File: config.mk
export PLATFORM = sky130hd
export DESIGN_NAME = cbo_clock_buzzer_output
export DESIGN_NICKNAME = d
export VERILOG_FILES = /design/src/cbo_pkg.sv /design/src/cbo_clock_buzzer_output.sv
export SDC_FILE = /design/constraint.sdc
export NUM_CORES = 1
export LEC_CHECK = 0
export BUFFER_PORTS_ARGS = -buffer_cell sky130_fd_sc_hd__buf_2
export CAP_MARGIN = 15
export CORE_UTILIZATION = 49
export CTS_CLUSTER_SIZE = 20
export DETAILED_ROUTE_END_ITERATION = 16
export PLACE_DENSITY_LB_ADDON = 0.2
export SLEW_MARGIN = 10
export SYNTH_ARGS = -nofsm -noshare
export SYNTH_HDL_FRONTEND = slang
export SYNTH_SLANG_ARGS = --single-unit
File: constraint.sdc
create_clock -name clk -period 5.3 [get_ports clk]
set_clock_uncertainty 0.2 [all_clocks]
set_input_delay 0.53 -clock clk [delete_from_list [all_inputs] [get_ports clk]]
set_output_delay 0.53 -clock clk [all_outputs]
set_load 0.05 [all_outputs]
File: src/cbo_pkg.sv
package cbo_pkg;
    // ==========================================
    // register map: offsets are register indices, each register owns one word at four times it
    localparam int CBO_ADDR_W = 18;
    localparam logic [15:0] CBO_SEL_INDEX = 16'hFFA5;
    // redirection index is local to this block
    localparam logic [15:0] CBO_REDIR_INDEX = 16'hFFA8;
    localparam logic [17:0] CBO_SEL_ADDR = {CBO_SEL_INDEX, 2'h0};
    localparam logic [17:0] CBO_REDIR_ADDR = {CBO_REDIR_INDEX, 2'h0};
    localparam logic [17:0] CBO_ADDR_MASK = 18'h3FFFC;
    localparam logic [7:0] CBO_SEL_RESET = 8'h00;
    localparam logic [7:0] CBO_SEL_MASK = 8'h87;
    localparam logic [7:0] CBO_REDIR_RESET = 8'h00;
    localparam int CBO_SEL_LANE = 0;
    localparam int CBO_REDIR_LANE = 0;
    // ==========================================
    // field positions
    localparam int CBO_EN_BIT = 7;
    localparam int CBO_DIV_LSB = 0;
    localparam int CBO_DIV_W = 3;
    localparam int CBO_REDIR_BIT = 0;
    localparam int CBO_CNT_W = 12;
    // ==========================================
    // bus responses
    localparam logic [1:0] CBO_RESP_OKAY = 2'h0;
    localparam logic [1:0] CBO_RESP_SLVERR = 2'h2;
endpackage : cbo_pkg

File: src/cbo_clock_buzzer_output.sv
`timescale 1ns/1ps
// Functional notes
// - Any reset clears the select register to zero: output off, undivided clock.
// - The select register takes full-byte writes via its byte strobe; single-bit changes are done as read-modify-write.
// - Select bit 7 enables the pin output; zero keeps the pin off.
// - Select bits 2:0 pick divide by 1 (realised as 2), 2, 4, 8, 16, 2^11, 2^12 or 2^13.
// - One pin carries the peripheral clock or buzzer tone at the chosen rate.
// - With the redirection bit set the output goes to the alternate pin.
// - Output starts or stops at the next half-period tick after the enable edge, with no runt pulse.
module cbo_clock_buzzer_output
    import cbo_pkg::*;
(
    input wire logic clk,
    input wire logic sys_rst,
    input wire logic [CBO_ADDR_W-1:0] s_axi_awaddr,
    input wire logic s_axi_awvalid,
    output logic s_axi_awready,
    input wire logic [31:0] s_axi_wdata,
    input wire logic [3:0] s_axi_wstrb,
    input wire logic s_axi_wvalid,
    output logic s_axi_wready,
    output logic [1:0] s_axi_bresp,
    output logic s_axi_bvalid,
    input wire logic s_axi_bready,
    input wire logic [CBO_ADDR_W-1:0] s_axi_araddr,
    input wire logic s_axi_arvalid,
    output logic s_axi_arready,
    output logic [31:0] s_axi_rdata,
    output logic [1:0] s_axi_rresp,
    output logic s_axi_rvalid,
    input wire logic s_axi_rready,
    output logic clockBuzzerPin,
    output logic alternateOutputPin
);
    // ==========================================
    // AXI4-Lite write channel
    logic [7:0] clockOutputSelect;
    logic [7:0] pinRedirectionReg;
    logic [CBO_ADDR_W-1:0] wrAddr;
    logic [31:0] wrData;
    logic [3:0] wrStrb;
    logic haveAw;
    logic haveW;
    logic doWrite;
    logic selHit;
    logic redirHit;

    assign doWrite = haveAw && haveW && !s_axi_bvalid;
    assign selHit = (wrAddr & CBO_ADDR_MASK) == (CBO_SEL_ADDR & CBO_ADDR_MASK);
    assign redirHit = (wrAddr & CBO_ADDR_MASK) == (CBO_REDIR_ADDR & CBO_ADDR_MASK);

    always_ff @(posedge clk or posedge sys_rst) begin
        if (sys_rst) begin
            haveAw <= 1'b0;
            wrAddr <= '0;
            s_axi_awready <= 1'b0;
        end else if (s_axi_awvalid && s_axi_awready) begin
            haveAw <= 1'b1;
            wrAddr <= s_axi_awaddr;
            s_axi_awready <= 1'b0;
        end else if (doWrite) begin
            haveAw <= 1'b0;
        end else begin
            s_axi_awready <= !haveAw;
        end
    end

    always_ff @(posedge clk or posedge sys_rst) begin
        if (sys_rst) begin
            haveW <= 1'b0;
            wrData <= 32'h00000000;
            wrStrb <= 4'h0;
            s_axi_wready <= 1'b0;
        end else if (s_axi_wvalid && s_axi_wready) begin
            haveW <= 1'b1;
            wrData <= s_axi_wdata;
            wrStrb <= s_axi_wstrb;
            s_axi_wready <= 1'b0;
        end else if (doWrite) begin
            haveW <= 1'b0;
        end else begin
            s_axi_wready <= !haveW;
        end
    end

    always_ff @(posedge clk or posedge sys_rst) begin
        if (sys_rst) begin
            s_axi_bvalid <= 1'b0;
            s_axi_bresp <= CBO_RESP_OKAY;
        end else if (doWrite) begin
            s_axi_bvalid <= 1'b1;
            s_axi_bresp <= (selHit || redirHit) ? CBO_RESP_OKAY : CBO_RESP_SLVERR;
        end else if (s_axi_bready) begin
            s_axi_bvalid <= 1'b0;
        end
    end

    // ==========================================
    // registers
    always_ff @(posedge clk or posedge sys_rst) begin
        if (sys_rst) begin
            clockOutputSelect <= CBO_SEL_RESET;
        end else if (doWrite && selHit && wrStrb[CBO_SEL_LANE]) begin
            // byte strobe lets a single-bit update be done as read-modify-write
            clockOutputSelect <= wrData[CBO_SEL_LANE*8 +: 8] & CBO_SEL_MASK;
        end
    end

    always_ff @(posedge clk or posedge sys_rst) begin
        if (sys_rst) begin
            pinRedirectionReg <= CBO_REDIR_RESET;
        end else if (doWrite && redirHit && wrStrb[CBO_REDIR_LANE]) begin
            pinRedirectionReg <= wrData[CBO_REDIR_LANE*8 +: 8] & 8'h01;
        end
    end

    // ==========================================
    // AXI4-Lite read channel
    logic [31:0] next_rdata;
    logic [1:0] next_rresp;

    always_comb begin
        next_rdata = 32'h00000000;
        next_rresp = CBO_RESP_OKAY;
        // each register sits alone in its own word
        if ((s_axi_araddr & CBO_ADDR_MASK) == (CBO_SEL_ADDR & CBO_ADDR_MASK)) begin
            next_rdata[CBO_SEL_LANE*8 +: 8] = clockOutputSelect;
        end else if ((s_axi_araddr & CBO_ADDR_MASK) == (CBO_REDIR_ADDR & CBO_ADDR_MASK)) begin
            next_rdata[CBO_REDIR_LANE*8 +: 8] = pinRedirectionReg;
        end else begin
            next_rresp = CBO_RESP_SLVERR;
        end
    end

    always_ff @(posedge clk or posedge sys_rst) begin
        if (sys_rst) begin
            s_axi_arready <= 1'b0;
            s_axi_rvalid <= 1'b0;
            s_axi_rdata <= 32'h00000000;
            s_axi_rresp <= CBO_RESP_OKAY;
        end else if (s_axi_arvalid && s_axi_arready) begin
            s_axi_arready <= 1'b0;
            s_axi_rvalid <= 1'b1;
            s_axi_rdata <= next_rdata;
            s_axi_rresp <= next_rresp;
        end else if (s_axi_rvalid) begin
            if (s_axi_rready) begin
                s_axi_rvalid <= 1'b0;
            end
        end else begin
            s_axi_arready <= 1'b1;
        end
    end

    // ==========================================
    // divider
    // free running prescaler; tick marks one half period of the chosen rate
    logic [CBO_CNT_W-1:0] prescale;
    logic tick;
    logic [CBO_DIV_W-1:0] divSel;
    logic enableBit;

    assign divSel = clockOutputSelect[CBO_DIV_LSB +: CBO_DIV_W];
    assign enableBit = clockOutputSelect[CBO_EN_BIT];

    always_ff @(posedge clk or posedge sys_rst) begin
        if (sys_rst) begin
            prescale <= '0;
        end else begin
            prescale <= prescale + 1'b1;
        end
    end

    // half period in clk cycles: 2^(k-1) for codes 1-4, 2^(k+5) for codes 5-7; divide by 1 ticks every cycle on both phases
    always_comb begin
        unique case (divSel)
            3'h0: tick = 1'b1;
            3'h1: tick = 1'b1;
            3'h2: tick = prescale[0];
            3'h3: tick = &prescale[1:0];
            3'h4: tick = &prescale[2:0];
            3'h5: tick = &prescale[9:0];
            3'h6: tick = &prescale[10:0];
            3'h7: tick = &prescale[11:0];
        endcase
    end

    // ==========================================
    // gated square wave
    // enable is sampled only while the wave is low so no runt pulse appears
    logic wave;

    always_ff @(posedge clk or posedge sys_rst) begin
        if (sys_rst) begin
            wave <= 1'b0;
        end else if (tick) begin
            if (!wave) begin
                wave <= enableBit;
            end else begin
                wave <= 1'b0;
            end
        end
    end

    // divide by 1: the pin follows clk level is impossible from a flop, so it toggles each cycle
    // giving clk/2; the undivided code is realised at the highest rate one flop can produce
    always_ff @(posedge clk or posedge sys_rst) begin
        if (sys_rst) begin
            clockBuzzerPin <= 1'b0;
            alternateOutputPin <= 1'b0;
        end else begin
            clockBuzzerPin <= wave && !pinRedirectionReg[CBO_REDIR_BIT];
            alternateOutputPin <= wave && pinRedirectionReg[CBO_REDIR_BIT];
        end
    end
endmodule : cbo_clock_buzzer_output

### Word level (Yosys, flattened, before mapping)

Cells that the tools add are included.
Widths: inputs -> output; s select.

| storage, ports and cells | value |
|---|---|
| input port bits | 79 |
| register bits after elaboration | 66 |
| output and inout port bits | 43 |

| cells by class | value |
|---|---|
| reductions and logical operators | 26 |
| equal/unequal tests | 14 |
| add/sub/neg operators | 1 |
| mux-type cells | 21 |

Operator list:

| operator | number |
|---|---|
| $eq 16x16->1 const B | 4 |
| $mux 1 | 16 |
| $add 12x1->12 const B | 1 |
| $eq 3x3->1 const B | 4 |
| $reduce_and 12->1 | 1 |
| $logic_and 1x1->1 | 11 |
| $reduce_and 11->1 | 1 |
| $reduce_and 10->1 | 1 |
| $mux 8 | 1 |
| $pmux 1 s7 | 1 |
| $eq 3x2->1 const B | 2 |
| $mux 2 | 3 |
| $ne 2x1->1 const B | 3 |
| $reduce_bool 2->1 | 3 |
| $logic_not 1->1 | 4 |
| $eq 3x1->1 const B | 1 |
| $logic_not 3->1 | 1 |
| $reduce_and 3->1 | 1 |
| $reduce_and 2->1 | 1 |
| $reduce_or 2->1 | 1 |
| $logic_or 1x1->1 | 1 |

### Longest topological paths before layout

| logic depth | value |
|---|---|
| depth after elaboration | 4 |
| depth in mapped cells | 6 |
| gate-level depth less buffers | 6 |

### Least setup slack after synthesis

OpenSTA, ideal clock, no wires.

| path | value |
|---|---|
| path kind | input -> register |
| start point | in s_axi_araddr[3] |
| end point | reg s_axi_rdata[1] |
| data required time | 5.033 ns |
| cell stages on the path | 4 |
| arrival time | 1.920 ns |
| path slack | 3.113 ns |
| setup time | 0.067 ns |
| path through | or4b_1 > or4_4 > nor3b_4 > a22o_1 |

| between the ends | value |
|---|---|
| longest elaborated chain between the ends | 2 |

RTL lines:

| item | RTL line | RTL |
|---|---|---|
| start: declaration | cbo_clock_buzzer_output.sv:25 | `input wire logic [CBO_ADDR_W-1:0] s_axi_araddr,` |
| $eq 16x16->1 | cbo_clock_buzzer_output.sv:126 | `if ((s_axi_araddr & CBO_ADDR_MASK) == (CBO_SEL_ADDR & CBO_ADDR_MASK)) begin` |
| $mux 8 | cbo_clock_buzzer_output.sv:126 |  |
| end signal: assignment | cbo_clock_buzzer_output.sv:144 | `s_axi_rdata <= next_rdata;` |
| end: declaration | cbo_clock_buzzer_output.sv:28 | `output logic [31:0] s_axi_rdata,` |

Every way passes these cells.
A chain may end at the register's enable or synchronous reset.

### Final worst setup path

| path | value |
|---|---|
| start point | reg prescale[0] |
| end point | reg wave |

| between the ends | value |
|---|---|
| longest elaborated chain between the ends | 2 |
| elaborated cells on any way between the ends | 6 |

RTL lines:

| item | RTL line | RTL |
|---|---|---|
| start: declaration | cbo_clock_buzzer_output.sv:158 | `logic [CBO_CNT_W-1:0] prescale;` |
| start signal: assignment | cbo_clock_buzzer_output.sv:170 | `prescale <= prescale + 1'b1;` |
| $reduce_and 12->1, or another cell as far along | cbo_clock_buzzer_output.sv:184 | `3'h7: tick = &prescale[11:0];` |
| $pmux 1 s7 (*) | cbo_clock_buzzer_output.sv:176 | `unique case (divSel)` |
| end signal: assignment | cbo_clock_buzzer_output.sv:198 | `wave <= enableBit;` |
| end: declaration | cbo_clock_buzzer_output.sv:191 | `logic wave;` |

Mark *: on every way between the ends. The rest lies on a longest branch, timed or not.

==> flow_metrics.py <==
metrics = {
    "cells_and_area": {
        "nets": 343,
        "antennaDiodeCount": 0,
        "syn2layout_area_growth_pct": 14.6,
        "drive_gt1_share_pct": 27.0,
        "fill_cells": 434,
        "postLayoutCoreUtil_pct": 59.2,
        "fin_cells": 330,
    },
    "critical_path": {
        "required_ns": 5.29,
        "critPathMaxFanout": 4,
        "critPathArrivalTime_ns": 2.11,
        "critical_path_class": "flip-flop to flip-flop",
        "endpoint_kind": "flip-flop",
        "start_kind": "flip-flop",
        "reg2reg_slack_ns": 3.18,
    },
    "die": {
        "fp.dieH_um": 73.0,
        "rows": 25,
        "die_w_um": 73.0,
        "initial_utilization_pct": 51.6,
        "dieArea_um2": 5330,
        "core_area_um2": 4790,
        "ios": 122,
    },
    "synth": {
        "avgSynthCellArea_um2": 12.4,
        "synth_area_um2": 2470,
        "yosysSeqAreaShare_pct": 54.7,
        "synth_top_area_share_pct": 54.7,
        "synth_cell_types": 40,
        "synth_top_area_cell": "dfrtp_1",
        "synth-edff-count": 0,
        "synth_area_leaders": "dfrtp_1, mux2_1, buf_4, xnor2_1, nand2_1",
        "ys_warn_count": 0,
        "synth-seq-cells": 54,
        "syn_inst": 200,
        "synthArstFlopShare_pct": 100,
        "synth_ff_type": "dfrtp_1",
    },
    "global_route": {
        "groute.layer.met2.usage_pct": 26.9,
        "grt_pass1_vias": 1473,
        "grt_first_pass_wirelength_mm": 6.48,
        "grt_antenna_before_repair": 0,
        "met1_usage_pct": 19.9,
        "grt.overflow.total": 0,
        "grt_use_total_pct": 16.2,
        "top_usage_layer": "met2",
        "grt_use_met3_pct": 5.94,
        "grt_max_degree": 55,
    },
    "sta": {
        "fin_crit_sh_pct": 39.9,
        "finalMaxSlewViolations": 0,
        "fin_ws_ns": 3.18,
        "worstMarginPinSlew_ns": 0.693,
        "hold_slack_ns": 0.189,
        "rsz0062_at_grt": "no",
        "fin_setup_tns_ns": 0,
        "setup_viol": 0,
        "hold_violations": 0,
        "period_minus_slack_ns": 2.12,
        "fmax_mhz": 472,
        "relSlewSlack_pct": 53.7,
    },
    "clocking": {
        "insertion_delay_ns": 0.30,
        "cts_setup_buffers": 0,
        "clk_path_buf_depth": 2,
        "cts_tree": "built",
        "post_cts_resize_count": 0,
        "cts_made_buffers": 5,
        "clkSinkCount": 54,
        "ctsHtreeMaxLevel": 2,
        "cts_hold_buffers": 0,
        "cts.clk_slew.worst_paths_ns": 0.10,
        "clock-root-buffer": "clkbuf_8",
    },
    "place": {
        "place_ws_ns": 2.96,
        "dpl.hpwl_mm": 2.88,
        "place_inst": 322,
        "io_buffers": 56,
        "gp_congestion": 0.698,
    },
    "routing": {
        "num_vias": 1540,
        "drc": 0,
        "routedWlPerCell_um": 11.7,
        "dr.pass1.iters": 4,
        "drt_wl_total_mm": 3.86,
        "antenna_left": 0,
        "initialDrtViolationCount": 60,
        "drt-vias-per-instance": 4.67,
    },
    "power": {
        "p_leak_nw": 1.42,
        "peakVddDrop_v": 0.000289,
        "power.density_nw_per_um2": 412,
    },
    "job": {
        "drv_cap": 0,
    },
    "min_path": {
        "timing.hold.worst.class": "input port to async pin",
    },
    "outcome": {
        "status": "completed",
    },
}
-- placed cells by master (no fill, tap or decap), types with 2 or more instances in the layout --
master,Yosys,final
buf_2,0,56
dfrtp_1,54,54
conb_1,1,30
mux2_1,27,27
nand2_1,11,11
inv_1,10,9
nand3_1,7,7
xnor2_1,7,7
clkbuf_8,0,5
nor2_1,4,4
and3_1,4,4
and4_1,3,3
nor2b_1,3,3
a21oi_1,3,3
a22o_1,3,3
nand4_1,2,2
nor3b_1,2,2
o21ai_1,2,2
o21a_1,2,2
o21ai_0,2,2
xor2_1,2,2
ha_1,2,2
clkinv_2,0,2
-- state kept, by name, summed over array words and instances (netlist names), 4 cells and up --
name	cells
wrAddr	16
prescale	12
clockOutputSelect	4
s_axi_rdata	4
wrData	4
-- per-layer routing --
metal	wire length (µm)	up-vias
li1	-	751
met1	1810	717
met2	1730	67
met3	281	5
met4	40	0
met5	0	-
-- worst max-delay path, cell delays in order (launching register included) --
cell and delay, ns:
dfrtp_1 0.41, ha_1 0.26, and4_1 0.24, and4_1 0.23
a221oi_1 0.32, mux2_1 0.35
-- metrics by stage --
stage / power (mW) / area (µm²)
after floorplan: 0.849 / 2580
after CTS: 1.18 / 2830
after global routing: 1.23 / 2830
after detailed placement: 0.911 / 2720
after global placement: 0.898 / 2720
final: 1.17 / 2830
-- cells by family after synthesis --
family	after synthesis	synth area share, %
buffers and inverters	41	10.8
adders and majority gates	2	1.01
xor gates and xnor gates	9	3.19
AOI/OAI and AO/OA	19	5.27
DFF	54	54.7
and+or+nand+nor	47	12.6
muxes	27	12.3
other	1	0.152
-- synthesized netlist by cell type (2+ instances only) --
cell	n
nor3b_1	2
nand2_1	11
mux2_1	27
nor2_1	4
inv_1	10
o21a_1	2
nor2b_1	3
ha_1	2
buf_4	30
nand3_1	7
o21ai_1	2
a22o_1	3
and4_1	3
o21ai_0	2
a21oi_1	3
xnor2_1	7
nand4_1	2
dfrtp_1	54
and3_1	4
xor2_1	2
-- worst paths after layout --
path                                            end  cells after the start             startpoint
max                                wave$_DFFE_PP0P_                      5  prescale[0]$_DFF_PP0_
min                          wrAddr[11]$_DFFE_PP0P_                      3                sys_rst
max reg2reg                        wave$_DFFE_PP0P_                      5  prescale[0]$_DFF_PP0_
min reg2reg                s_axi_wready$_DFFE_PP0P_                      1      haveW$_DFFE_PP0P_
max in group asynchronous    wrAddr[15]$_DFFE_PP0P_                      3                sys_rst
min in group clk           s_axi_bvalid$_DFFE_PP0P_                      2           s_axi_bready
-- final cells by class --
| cell class | instances | area [µm²] | area share, % |
|---|---|---|---|
| Clock inverter | 3 | 40.0 | 1.41 |
| Tap cell | 67 | 83.8 | 2.96 |
| Clock buffer | 5 | 68.8 | 2.43 |
| Inverter | 10 | 37.5 | 1.33 |
| Sequential cell | 54 | 1350 | 47.7 |
| Timing Repair Buffer | 57 | 288 | 10.2 |
| Multi-Input combinational cell | 134 | 962 | 34.0 |
-- power by group --
| part | internal (mW) | leakage (nW) | switching, mW |
|---|---|---|---|
| combinational | 0.108 | 0.692 | 0.207 |
| clock | 0.139 | 0.0579 | 0.129 |
| sequential | 0.521 | 0.672 | 0.0630 |
No activity file was read; power rests on OpenSTA's default activity.
